==> config.mk <==
export PLATFORM = sky130hd
export DESIGN_NAME = blf_supervisor
export DESIGN_NICKNAME = d
export VERILOG_FILES = /design/src/common/blf_pkg.sv /design/src/logic/blf_supervisor.sv /design/src/logic/blf_sync.sv /design/src/logic/blf_persist.sv
export SDC_FILE = /design/constraint.sdc
export NUM_CORES = 1
export LEC_CHECK = 0
export ABC_CLOCK_PERIOD_IN_PS = 2100
export BUFFER_PORTS_ARGS = -buffer_cell sky130_fd_sc_hd__buf_2
export CORE_MARGIN = 2
export CORE_UTILIZATION = 51
export DETAILED_ROUTE_END_ITERATION = 6
export PLACE_DENSITY = 0.77
export SYNTH_ARGS = -nofsm -noshare
export SYNTH_HDL_FRONTEND = slang
export SYNTH_SLANG_ARGS = --single-unit
==> constraint.sdc <==
create_clock -name sys_clk -period 2.1 [get_ports sys_clk]
set_clock_uncertainty 0.1 [all_clocks]
set_input_delay 0.105 -clock sys_clk [delete_from_list [all_inputs] [get_ports sys_clk]]
set_output_delay 0.105 -clock sys_clk [all_outputs]
set_load 0.01 [all_outputs]
==> src/common/blf_pkg.sv <==
// Package: constants, types and register map of the LED boost fault supervisor
package blf_pkg;

	// ----------------------------------------
	// Timing
	// ----------------------------------------
	localparam int unsigned CLK_KHZ = 40_000;
	localparam int unsigned OPEN_CHK_MS = 80;
	localparam int unsigned OVP_HOLD_MS = 640;
	localparam int unsigned LED_LOW_MS = 60;
	localparam int unsigned OPEN_CHK_CYC = OPEN_CHK_MS * CLK_KHZ;
	localparam int unsigned OVP_HOLD_CYC = OVP_HOLD_MS * CLK_KHZ;
	localparam int unsigned LED_LOW_CYC = LED_LOW_MS * CLK_KHZ;
	localparam logic [1:0] SHORT_CYCLES = 2'h3;
	localparam int unsigned TMR_W = 32;
	localparam int unsigned N_TMR = 4;

	// ----------------------------------------
	// Register map (byte addresses)
	// ----------------------------------------
	localparam logic [7:0] ADDR_CTRL = 8'h00;
	localparam logic [7:0] ADDR_STATUS = 8'h04;
	localparam logic [7:0] ADDR_IRQ_STAT = 8'h08;
	localparam logic [7:0] ADDR_IRQ_CLR = 8'h0c;
	localparam logic [7:0] ADDR_IRQ_EN = 8'h10;
	localparam logic [7:0] ADDR_CAUSE = 8'h14;
	localparam logic [0:0] CTRL_RST = 1'h1;
	localparam logic [4:0] IRQ_EN_RST = 5'h00;
	localparam logic [1:0] RESP_OKAY = 2'h0;
	localparam logic [1:0] RESP_SLVERR = 2'h2;

	// Interrupt event bit positions
	localparam int unsigned EV_LATCH = 0;
	localparam int unsigned EV_THERMAL = 1;
	localparam int unsigned EV_LOCKOUT = 2;
	localparam int unsigned EV_OCP = 3;
	localparam int unsigned EV_CLAMP = 4;
	localparam int unsigned N_EV = 5;

	// Latch cause codes
	typedef enum logic [2:0] {
		CAUSE_NONE = 3'h0,
		CAUSE_OPEN = 3'h1,
		CAUSE_SHORT = 3'h2,
		CAUSE_LED_OVER = 3'h3,
		CAUSE_OVP = 3'h4,
		CAUSE_LED_LOW = 3'h5
	} blf_cause_t;

	// Supervisor states, Gray along off-check-run-latch
	typedef enum logic [2:0] {
		ST_OFF = 3'h0,
		ST_CHECK = 3'h1,
		ST_RUN = 3'h3,
		ST_LATCH = 3'h2,
		ST_HOLD = 3'h7
	} blf_state_t;

	// Comparator and pin flags, all asynchronous to sys_clk
	typedef struct packed {
		logic fb_low;      // output_feedback_sense below 70 mV
		logic fb_over;     // output_feedback_sense above 3.04 V
		logic cs_ocp;      // switch_current_sense above 400 mV
		logic cs_short;    // switch_current_sense above 800 mV
		logic led_low;     // led_current_sense below 200 mV
		logic led_over;    // led_current_sense at 1.1 V
		logic hot;         // junction over temperature
		logic lockout;     // input_lockout_sense below 1.229 V
		logic enable;      // system enable pin
		logic cycle_clk;   // switching oscillator, rises per cycle
		logic dim_on;      // dimming PWM high
		logic pwm_on;      // PWM comparator asks for gate on
	} blf_cmp_t;

endpackage : blf_pkg

==> src/logic/blf_supervisor.sv <==
// Top: fault supervisor state machine, gate control and AXI4-Lite registers
`timescale 1ns/1ps
module blf_supervisor #(
	parameter int unsigned OPEN_CYC = blf_pkg::OPEN_CHK_CYC,
	parameter int unsigned OVP_CYC = blf_pkg::OVP_HOLD_CYC,
	parameter int unsigned LED_CYC = blf_pkg::LED_LOW_CYC
) (
	input wire logic sys_clk,
	input wire logic rst,
	input blf_pkg::blf_cmp_t cmp_in,
	output logic gate_drive_out,
	output logic raise_out,
	output logic clamp_rise,
	output logic ss_discharge,
	output logic fault_o,
	output logic fault_oe,
	output logic irq,
	input wire logic [31:0] s_axi_awaddr,
	input wire logic s_axi_awvalid,
	output logic s_axi_awready,
	input wire logic [31:0] s_axi_wdata,
	input wire logic [3:0] s_axi_wstrb,
	input wire logic s_axi_wvalid,
	output logic s_axi_wready,
	output logic [1:0] s_axi_bresp,
	output logic s_axi_bvalid,
	input wire logic s_axi_bready,
	input wire logic [31:0] s_axi_araddr,
	input wire logic s_axi_arvalid,
	output logic s_axi_arready,
	output logic [31:0] s_axi_rdata,
	output logic [1:0] s_axi_rresp,
	output logic s_axi_rvalid,
	input wire logic s_axi_rready
);
	import blf_pkg::*;

	// ----------------------------------------
	// Input synchronisation
	// ----------------------------------------
	blf_cmp_t cmp;
	logic cyc_d_q;
	logic cyc_tick;

	blf_sync #(
		.W($bits(blf_cmp_t))
	) u_sync (
		.sys_clk(sys_clk),
		.rst(rst),
		.d(cmp_in),
		.q(cmp)
	);

	// Switching cycle start from the synchronised oscillator edge
	always_ff @(posedge sys_clk) begin
		if (rst)
			cyc_d_q <= 1'b0;
		else
			cyc_d_q <= cmp.cycle_clk;
	end
	assign cyc_tick = cmp.cycle_clk & ~cyc_d_q;

	// ----------------------------------------
	// Control registers
	// ----------------------------------------
	logic [0:0] ctrl_q;
	logic [N_EV-1:0] irq_stat_q;
	logic [N_EV-1:0] irq_en_q;
	blf_cause_t cause_q;
	logic sw_en;
	logic run_en;

	assign sw_en = ctrl_q[0];
	// Software enable is ANDed with the pin so either can hold it off
	assign run_en = cmp.enable & sw_en;

	// ----------------------------------------
	// Persistence timers
	// ----------------------------------------
	blf_state_t state_q;
	logic [N_TMR-1:0] tmr_cond;
	logic [N_TMR-1:0] tmr_exp;
	localparam int unsigned LIMITS [N_TMR] = '{OPEN_CYC, OVP_CYC,
		LED_CYC, LED_CYC};

	// Conditions only while the stage they guard is active
	assign tmr_cond[0] = (state_q == ST_CHECK) & cmp.fb_low;
	assign tmr_cond[1] = (state_q == ST_RUN) & cmp.fb_over;
	// Open string shows as LED low at the clamp in dimming-on time
	assign tmr_cond[2] = (state_q == ST_RUN) & cmp.led_low
		& cmp.fb_over & cmp.dim_on;
	assign tmr_cond[3] = (state_q == ST_RUN) & cmp.led_low
		& cmp.cs_ocp;

	genvar gi;
	generate
		for (gi = 0; gi < N_TMR; gi++) begin : g_tmr
			blf_persist #(
				.W(TMR_W),
				.LIMIT(LIMITS[gi])
			) u_tmr (
				.sys_clk(sys_clk),
				.rst(rst),
				.cond(tmr_cond[gi]),
				.expired(tmr_exp[gi])
			);
		end
	endgenerate

	// ----------------------------------------
	// Diode short cycle counter
	// ----------------------------------------
	logic [1:0] short_cnt_q;
	logic short_seen_q;
	logic short_hit;

	// Counts consecutive switching cycles in which the 800 mV limit was touched
	always_ff @(posedge sys_clk) begin
		if (rst || state_q != ST_RUN) begin
			short_cnt_q <= 2'h0;
			short_seen_q <= 1'b0;
		end else if (cyc_tick) begin
			short_seen_q <= cmp.cs_short;
			if (short_seen_q || cmp.cs_short)
				short_cnt_q <= short_cnt_q + 2'h1;
			else
				short_cnt_q <= 2'h0;
		end else if (cmp.cs_short) begin
			short_seen_q <= 1'b1;
		end
	end
	assign short_hit = (short_cnt_q == SHORT_CYCLES);

	// ----------------------------------------
	// Supervisor state machine
	// ----------------------------------------
	logic latch_now;
	blf_cause_t cause_d;

	always_comb begin
		latch_now = 1'b1;
		cause_d = CAUSE_NONE;
		if (cmp.led_over)
			cause_d = CAUSE_LED_OVER;
		else if (tmr_exp[0])
			cause_d = CAUSE_OPEN;
		else if (short_hit)
			cause_d = CAUSE_SHORT;
		else if (tmr_exp[1])
			cause_d = CAUSE_OVP;
		else if (tmr_exp[2] || tmr_exp[3])
			cause_d = CAUSE_LED_LOW;
		else
			latch_now = 1'b0;
	end

	// Lockout and thermal retry; only enable low or reset leave latch
	always_ff @(posedge sys_clk) begin
		if (rst) begin
			state_q <= ST_OFF;
		end else begin
			unique case (state_q)
				ST_OFF: begin
					if (run_en && !cmp.lockout)
						state_q <= ST_CHECK;
				end
				ST_CHECK, ST_RUN: begin
					if (!run_en || cmp.lockout)
						state_q <= ST_OFF;
					else if (latch_now)
						state_q <= ST_LATCH;
					else if (cmp.hot)
						state_q <= ST_HOLD;
					else if (state_q == ST_CHECK && !cmp.fb_low)
						state_q <= ST_RUN;
				end
				ST_HOLD: begin
					if (!run_en || cmp.lockout)
						state_q <= ST_OFF;
					else if (!cmp.hot)
						state_q <= ST_RUN;
				end
				ST_LATCH: begin
					if (!run_en)
						state_q <= ST_OFF;
				end
				default: state_q <= ST_OFF;
			endcase
		end
	end

	// Cause of the last latch, kept until the next one
	always_ff @(posedge sys_clk) begin
		if (rst)
			cause_q <= CAUSE_NONE;
		else if ((state_q == ST_CHECK || state_q == ST_RUN) && run_en
			&& !cmp.lockout && latch_now)
			cause_q <= cause_d;
	end

	// ----------------------------------------
	// Gate drive and analog steering outputs
	// ----------------------------------------
	logic ocp_cut_q;
	logic running;
	logic fault_now;

	assign running = (state_q == ST_RUN) && run_en && !cmp.lockout
		&& !cmp.hot && !latch_now;

	// Cut holds to the next cycle; a new trip in the tick cycle wins
	always_ff @(posedge sys_clk) begin
		if (rst)
			ocp_cut_q <= 1'b0;
		else if (cmp.cs_ocp)
			ocp_cut_q <= 1'b1;
		else if (cyc_tick)
			ocp_cut_q <= 1'b0;
	end

	assign fault_now = (state_q == ST_LATCH) || (state_q == ST_HOLD)
		|| cmp.lockout || cmp.hot;

	// Gate is dropped at the clock edge after a hard fault is seen
	always_ff @(posedge sys_clk) begin
		if (rst) begin
			gate_drive_out <= 1'b0;
			raise_out <= 1'b0;
			clamp_rise <= 1'b0;
			ss_discharge <= 1'b0;
		end else begin
			gate_drive_out <= running && cmp.pwm_on && !cmp.cs_ocp
				&& !ocp_cut_q && !cmp.fb_over;
			raise_out <= running && cmp.led_low && !cmp.fb_over
				&& !ocp_cut_q;
			clamp_rise <= running && cmp.fb_over;
			ss_discharge <= (state_q == ST_LATCH);
		end
	end

	// Open drain: driving low while normal, released on any fault
	always_ff @(posedge sys_clk) begin
		if (rst) begin
			fault_o <= 1'b0;
			fault_oe <= 1'b1;
		end else begin
			fault_o <= 1'b0;
			fault_oe <= !fault_now;
		end
	end

	// ----------------------------------------
	// Interrupt events
	// ----------------------------------------
	logic [N_EV-1:0] ev;
	logic clamp_d_q;
	logic [N_EV-1:0] irq_clr;

	always_ff @(posedge sys_clk) begin
		if (rst)
			clamp_d_q <= 1'b0;
		else
			clamp_d_q <= clamp_rise;
	end

	// Latch event follows the same gate as the state move into LATCH
	always_comb begin
		ev = '0;
		ev[EV_LATCH] = latch_now && run_en && !cmp.lockout
			&& (state_q == ST_CHECK || state_q == ST_RUN);
		ev[EV_THERMAL] = cmp.hot && state_q == ST_RUN;
		ev[EV_LOCKOUT] = cmp.lockout && state_q != ST_OFF;
		ev[EV_OCP] = cmp.cs_ocp && !ocp_cut_q;
		ev[EV_CLAMP] = clamp_rise && !clamp_d_q;
	end

	// Sticky bits; an event in the clear cycle survives the clear
	always_ff @(posedge sys_clk) begin
		if (rst) begin
			irq_stat_q <= '0;
			irq <= 1'b0;
		end else begin
			irq_stat_q <= (irq_stat_q & ~irq_clr) | ev;
			irq <= |((irq_stat_q | ev) & irq_en_q);
		end
	end

	// ----------------------------------------
	// AXI4-Lite slave
	// ----------------------------------------
	logic aw_have_q;
	logic w_have_q;
	logic [7:0] waddr_q;
	logic [31:0] wdata_q;
	logic [3:0] wstrb_q;
	logic wr_go;
	logic [31:0] rd_val;
	logic rd_ok;

	assign wr_go = aw_have_q && w_have_q && !s_axi_bvalid;
	assign irq_clr = (wr_go && waddr_q == ADDR_IRQ_CLR && wstrb_q[0])
		? wdata_q[N_EV-1:0] : '0;

	// Address and data are taken independently, one write at a time
	always_ff @(posedge sys_clk) begin
		if (rst) begin
			aw_have_q <= 1'b0;
			w_have_q <= 1'b0;
			waddr_q <= 8'h00;
			wdata_q <= 32'h0000_0000;
			wstrb_q <= 4'h0;
			s_axi_awready <= 1'b0;
			s_axi_wready <= 1'b0;
			s_axi_bvalid <= 1'b0;
			s_axi_bresp <= RESP_OKAY;
		end else begin
			s_axi_awready <= !aw_have_q && !s_axi_awready
				&& s_axi_awvalid;
			s_axi_wready <= !w_have_q && !s_axi_wready && s_axi_wvalid;
			if (s_axi_awvalid && s_axi_awready) begin
				aw_have_q <= 1'b1;
				waddr_q <= s_axi_awaddr[7:0];
			end
			if (s_axi_wvalid && s_axi_wready) begin
				w_have_q <= 1'b1;
				wdata_q <= s_axi_wdata;
				wstrb_q <= s_axi_wstrb;
			end
			if (wr_go) begin
				aw_have_q <= 1'b0;
				w_have_q <= 1'b0;
				s_axi_bvalid <= 1'b1;
				s_axi_bresp <= (waddr_q == ADDR_CTRL
					|| waddr_q == ADDR_IRQ_CLR
					|| waddr_q == ADDR_IRQ_EN) ? RESP_OKAY : RESP_SLVERR;
			end else if (s_axi_bready) begin
				s_axi_bvalid <= 1'b0;
			end
		end
	end

	// Writable registers; only byte lane 0 carries bits
	always_ff @(posedge sys_clk) begin
		if (rst) begin
			ctrl_q <= CTRL_RST;
			irq_en_q <= IRQ_EN_RST;
		end else if (wr_go && wstrb_q[0]) begin
			if (waddr_q == ADDR_CTRL)
				ctrl_q <= wdata_q[0:0];
			if (waddr_q == ADDR_IRQ_EN)
				irq_en_q <= wdata_q[N_EV-1:0];
		end
	end

	// Read decode; unmapped offsets return zero with SLVERR
	always_comb begin
		rd_val = 32'h0000_0000;
		rd_ok = 1'b1;
		unique case (s_axi_araddr[7:0])
			ADDR_CTRL: rd_val[0] = ctrl_q[0];
			ADDR_STATUS: rd_val = {22'h000000, cmp.hot, cmp.lockout,
				fault_now, ocp_cut_q, clamp_rise, gate_drive_out,
				ss_discharge, state_q};
			ADDR_IRQ_STAT: rd_val[N_EV-1:0] = irq_stat_q;
			ADDR_IRQ_EN: rd_val[N_EV-1:0] = irq_en_q;
			ADDR_CAUSE: rd_val[2:0] = cause_q;
			ADDR_IRQ_CLR: rd_val = 32'h0000_0000;
			default: rd_ok = 1'b0;
		endcase
	end

	// Read answers one cycle after the address is taken
	always_ff @(posedge sys_clk) begin
		if (rst) begin
			s_axi_arready <= 1'b0;
			s_axi_rvalid <= 1'b0;
			s_axi_rdata <= 32'h0000_0000;
			s_axi_rresp <= RESP_OKAY;
		end else begin
			s_axi_arready <= !s_axi_arready && !s_axi_rvalid
				&& s_axi_arvalid;
			if (s_axi_arvalid && s_axi_arready) begin
				s_axi_rvalid <= 1'b1;
				s_axi_rdata <= rd_val;
				s_axi_rresp <= rd_ok ? RESP_OKAY : RESP_SLVERR;
			end else if (s_axi_rready) begin
				s_axi_rvalid <= 1'b0;
			end
		end
	end

endmodule : blf_supervisor

==> src/logic/blf_sync.sv <==
// Two-flop synchroniser for a vector of asynchronous levels
`timescale 1ns/1ps
module blf_sync #(
	parameter int unsigned W = 1
) (
	input wire logic sys_clk,
	input wire logic rst,
	input wire logic [W-1:0] d,
	output logic [W-1:0] q
);

	logic [W-1:0] meta_q;

	// First stage feeds only the second stage
	always_ff @(posedge sys_clk) begin
		if (rst) begin
			meta_q <= '0;
			q <= '0;
		end else begin
			meta_q <= d;
			q <= meta_q;
		end
	end

endmodule : blf_sync

==> src/logic/blf_persist.sv <==
// Persistence timer: flags a condition that held for LIMIT cycles
`timescale 1ns/1ps
module blf_persist #(
	parameter int unsigned W = 32,
	parameter int unsigned LIMIT = 4
) (
	input wire logic sys_clk,
	input wire logic rst,
	input wire logic cond,
	output logic expired
);

	localparam logic [W-1:0] LAST = W'(LIMIT - 1);

	logic [W-1:0] cnt_q;

	// Count only while held; any drop restarts from zero
	always_ff @(posedge sys_clk) begin
		if (rst || !cond) begin
			cnt_q <= '0;
			expired <= 1'b0;
		end else begin
			if (cnt_q != LAST)
				cnt_q <= cnt_q + W'(1);
			expired <= (cnt_q == LAST);
		end
	end

endmodule : blf_persist

---- Word-level counts from Yosys, hierarchy flattened ----
Index checks and enable logic that the tools add are counted.
storage, ports and cells
  flip-flop bits (word level) ............. 242
  output and inout port bits .............. 48
operators by class
  add/sub/neg operators ................... 5
  equality and inequality tests ........... 25
  mux-type cells .......................... 36
  bitwise gates (word level) .............. 14
  reductions and logical operators ........ 88
operator list
  operator               count
  $add 32x1->32 const B  4
  $eq 32x22->1 const B   3
  $ne 32x22->1 const B   3
  $mux 3                 13
  $logic_and 1x1->1      38
  $eq 32x25->1 const B   1
  $ne 32x25->1 const B   1
  $eq 8x4->1 const B     3
  $eq 8x5->1 const B     3
  $logic_not 1->1        21
  $logic_not 8->1        2
  $logic_or 1x1->1       14
  $mux 1                 14
  $pmux 3 s4             1
  $and 5x5->5            2
  $mux 5                 2
  $or 5x5->5             2
  $and 1x1->1            8
  $eq 8x3->1 const B     1
  $pmux 2 s4             1
  $reduce_bool 2->1      4
  $eq 3x2->1 const B     2
  $mux 2                 3
  $pmux 2 s3             1
  18 further kinds       21

---- Logic depth before layout (Yosys ltp) ----
  depth after elaboration ................. 12
  depth in mapped cells ................... 7
  gate-level depth less buffers ........... 6

---- Modules after synthesis ----
A second synthesis with hierarchy kept.
unflattened totals
  cell total of the unflattened synthesis .. 1129
  area, all modules ....................... 10222.3 um^2
by module, submodules not included
  module                            times used  cells each  area each (um^2)
  blf_persist (g_tmr[2].u_tmr ...)  2           178         1614.0
  blf_supervisor                    1           339         2966.6
  blf_persist (g_tmr[1].u_tmr)      1           197         1695.4
  blf_persist (g_tmr[0].u_tmr)      1           187         1639.1
  blf_sync                          1           50          693.2

---- Worst setup path before layout ----
No wires, ideal clock.
  path type ............................... flip-flop to flip-flop
  start ................................... register short_cnt_q[0]
  end ..................................... register gate_drive_out
  setup time .............................. 0.060 ns
  arrival ................................. 1.907 ns
  data required time ...................... 1.940 ns
  path slack .............................. 0.033 ns
  stages on the path, launching flop included .. 7
  cells stage by stage .................... dfxtp_1 -> ha_1 -> or3_1 -> or2_2 -> or3_1 -> nor4_1 -> and3b_1
on the way
  cells in the longest elaborated chain, start to end .. 10
ends and longest elaborated chain
  what                             line                   source
  start: declaration               blf_supervisor.sv:113  logic [1:0] short_cnt_q;
  start signal: assignment         blf_supervisor.sv:125  short_cnt_q <= short_cnt_q + 2'h1;
  $eq 2x2->1                       blf_supervisor.sv:132  assign short_hit = (short_cnt_q == SHORT_CYCLES);
  $mux 1                           blf_supervisor.sv:147  else if (short_hit)
  $mux 1                           blf_supervisor.sv:145  else if (tmr_exp[0])
  $mux 1                           blf_supervisor.sv:143  if (cmp.led_over)
  $logic_not 1->1                  blf_supervisor.sv:209  && !cmp.hot && !latch_now;
  $logic_and 1x1->1                blf_supervisor.sv:209
  $logic_and 1x1->1 (2 in series)  blf_supervisor.sv:232  gate_drive_out <= running && cmp.pwm_on && !cmp.cs_ocp
  $logic_and 1x1->1 (2 in series)  blf_supervisor.sv:233  && !ocp_cut_q && !cmp.fb_over;
  end signal: assignment           blf_supervisor.sv:232
  end: declaration                 blf_supervisor.sv:11   output logic gate_drive_out,
No other way between the ends.
A chain may end at the register's enable or synchronous reset.

---- Worst setup path after layout ----
Same ends and word-level chain as after synthesis.

==> flow_summary.json <==
{
  "postSynthCellCount": 1129,
  "layout_common_cells": "dfxtp_1 (212), nor2_1 (148), nand2_1 (85)",
  "synth_xor_area_share_pct": 8.08,
  "die-area_sq_um": 20000,
  "whs_path_depth": 5,
  "cts_sinks": 218,
  "dp_slack_ps": -96.8,
  "antenna_cells": 0,
  "cp-start-kind": "register",
  "drc": 0,
  "combPwrFrac_pct": 3.2,
  "slew_viol_final": 0,
  "power.density_nw_per_um2": 763,
  "syn_area_per_cell_sq_um": 8.54,
  "ys_warn_count": 0,
  "slew_headroom_pct": 45.4,
  "maxCapViolCount": 0,
  "hpwl_um": 13600,
  "synth_compound_area_share_pct": 8.42,
  "hold_viol": 0,
  "postRouteWirelength_um": 21700,
  "rrSetupSlack_ps": 8,
  "io_buffers": 63,
  "die_y_um": 142,
  "coreArea_sq_um": 18600,
  "worstHoldEndpoint": "s_axi_rresp[1]",
  "gp_congestion": 0.803,
  "tritoncts": "yes",
  "synth_ff_type": "dfxtp_1",
  "drive_gt1_share_pct": 14.0,
  "critPathCaptureType": "register",
  "p_int_mw": 7.12,
  "num-fill-cells": 1524,
  "ys_seq_area_share_pct": 45.3,
  "worstHoldPathType": "primary input to register",
  "crit_arrival_ps": 2460,
  "first_global_vias": 7995,
  "drt_first_iter_violations": 630,
  "worstMarginPinSlew_ps": 820,
  "antenna_found_initial": 0,
  "cp_max_fo": 3,
  "vias_per_cell": 5.56,
  "num_vias": 8441,
  "synthMuxAreaShare_pct": 1.73,
  "holdCritStartpoint": "s_axi_araddr[5]",
  "synthArstFlopShare_pct": 0,
  "area_delta_synth_final_pct": 22.2,
  "status": "completed",
  "p_leak_nw": 4.13,
  "path_clk_slew_ps": 60,
  "cts.path.max_buffers": 3,
  "clk_latency_ps": 530,
  "h-tree-depth": 1,
  "fp-row-count": 50,
  "path_class": "register to register",
  "p_sw_mw": 1.88,
  "r2r_cells": 6,
  "fmax_ghz": 0.478,
  "power.share.sequential_pct": 46.9,
  "avgRoutedWirePerCell_um": 14.3,
  "synth-seq-cells": 218,
  "initial_core_util_pct": 51.7,
  "synth_edf_count": 0,
  "placed_cells": 1419,
  "ios": 167,
  "synthSimpleGateAreaFrac_pct": 31.1,
  "instances_no_fill": 1518,
  "worstPathRequired_ps": 2470,
  "worst_slack_ps": 7.56,
  "grtUsageTotal_pct": 21.4,
  "finalCriticalPeriod_ps": 2090,
  "ant_nets": 0,
  "cts_root_buf": "clkbuf_16",
  "synth_cell_types": 55,
  "reg2reg_from": "short_cnt_q[0]",
  "setup_viol": 0,
  "synth_top_family_by_area": "simple AND/OR/NAND/NOR gates",
  "irDropWorstVdd_mv": 0.783,
  "numCtsBuffers": 24,
  "r2r-end": "gate_drive_out",
  "grt_max_degree": 80,
  "overflow": 0,
  "final_common_cell": "dfxtp_1",
  "dieWidth_um": 142,
  "clock_power_share_pct": 49.9,
  "grt_pass1_wl_um": 36700,
  "min_period_over_period_pct": 99.6,
  "synthAdderAreaFrac_pct": 0.649,
  "syn_area_sq_um": 9640,
  "drtPass1Iterations": 5,
  "p_sw_share_pct": 20.9,
  "final_nets": 1390,
  "post-cts-setup-buffers": 0
}
-- how the worst max path moves through the flow --
stage | start | end | cells past startpoint
2_1_floorplan | short_cnt_q[0] | gate_drive_out | 6
3_3_place_gp | short_cnt_q[0] | gate_drive_out | 6
3_5_place_dp | short_cnt_q[0] | gate_drive_out | 6
4_1_cts | short_cnt_q[0] | gate_drive_out | 6
5_1_grt | short_cnt_q[0] | gate_drive_out | 6
6_report | short_cnt_q[0] | gate_drive_out | 6
-- final cells by class --
cell class	instances	area, sq um	share of cell area (%)
clock buffers	31	687	5.83
clock inverters	13	183	1.55
inverters	21	78.8	0.669
multi-input cells	839	4970	42.1
flip-flops and latches	218	4370	37.1
well taps	234	293	2.48
repair buffers	162	1210	10.3
-- registers in the layout, summed over array words and instances, names as in the netlist, 2 cells and up --
register	count
u_sync.q	12
u_sync.meta_q	12
cause_q	3
g_tmr.u_tmr.cnt_q	128
irq_stat_q	5
short_cnt_q	2
irq_en_q	5
s_axi_rdata	10
waddr_q	8
state_q	3
wdata_q	5
g_tmr.u_tmr.expired	4
-- cells by family (layout without fill, tap and decap cells) --
family,count (synthesis),count (layout)
simple gates,566,566
flops,218,218
compound gates,139,139
buf+inv,96,227
xor+xnor,89,89
mux,15,15
fa+ha+maj,5,5
other cells,1,25
-- per-layer routing --
layer / vias up / GRT usage [%] / wire length [um] / part of all wire [%]
li1: 4236 / - / - / -
met1: 3951 / 27.7 / 9740 / 45
met2: 208 / 36.5 / 10200 / 47
met3: 46 / 3.71 / 1100 / 5.1
met4: 0 / 7.00 / 601 / 2.8
met5: - / 0 / 0 / 0
-- timing repair --
action / CTS / global route
hold buffers: 55 / 0
gates resized for setup: 2 / 15
hold endpoints to repair: 43 / 0
setup endpoints to repair: 2 / 17
pin swaps: 0 / 4
-- cell usage after synthesis (all sizes together) (5+ instances only) --
master / instances / area share (%)
a21oi: 61 / 3.2
o31ai: 6 / 0.47
clkbuf: 40 / 1.6
nor2b: 31 / 2.0
a31oi: 9 / 0.58
nor4b: 14 / 1.3
inv: 21 / 0.82
nand2b: 7 / 0.45
and4: 19 / 1.7
mux2i: 11 / 1.1
buf: 35 / 2.4
ha: 5 / 0.65
nand3: 57 / 3.0
xor2: 41 / 3.7
nand2: 85 / 3.3
or4: 6 / 0.47
or3: 20 / 1.3
nor4: 47 / 3.3
nand4: 43 / 3.0
o21ai: 31 / 1.6
dfxtp: 218 / 45
nor2: 148 / 5.8
a22oi: 12 / 0.93
a211oi: 9 / 0.70
xnor2: 48 / 4.4
and2: 12 / 0.78
and3: 22 / 1.4
nor3: 42 / 2.2
-- power by group through the flow --
stage               Combinational, mW  Clock [mW]  Sequential [mW]
floorplan                       0.172           0             4.29
global placement                0.202           0             4.30
detailed placement              0.206           0             4.30
CTS                             0.274        4.57             4.21
global route                    0.315        4.74             4.22
finish                          0.289        4.49             4.22
-- metrics by stage --
| stage | setup TNS [ps] | power [mW] | cell area, sq um | hold slack [ps] | util [%] |
|---|---|---|---|---|---|
| floorplan | 0 | 4.47 | 9730 | 133 | - |
| global placement | -16.5 | 4.50 | 10300 | 219 | 55.3 |
| detailed placement | -154 | 4.51 | 10300 | 217 | 55.3 |
| CTS | 0 | 9.06 | 11700 | 2.14 | 62.9 |
| global route | -31.7 | 9.28 | 11800 | 88.3 | 63.2 |
| finish | 0 | 9.00 | 11800 | 25.9 | 63.2 |
-- worst max-delay path: stages, from the launching register on --
cell and delay (ps):
dfxtp_2 330, ha_4 150, or3_4 320, or2_4 240, or3_4 420, nor4_4 290, and3b_1 190
Power figures use the tool's default switching activity.
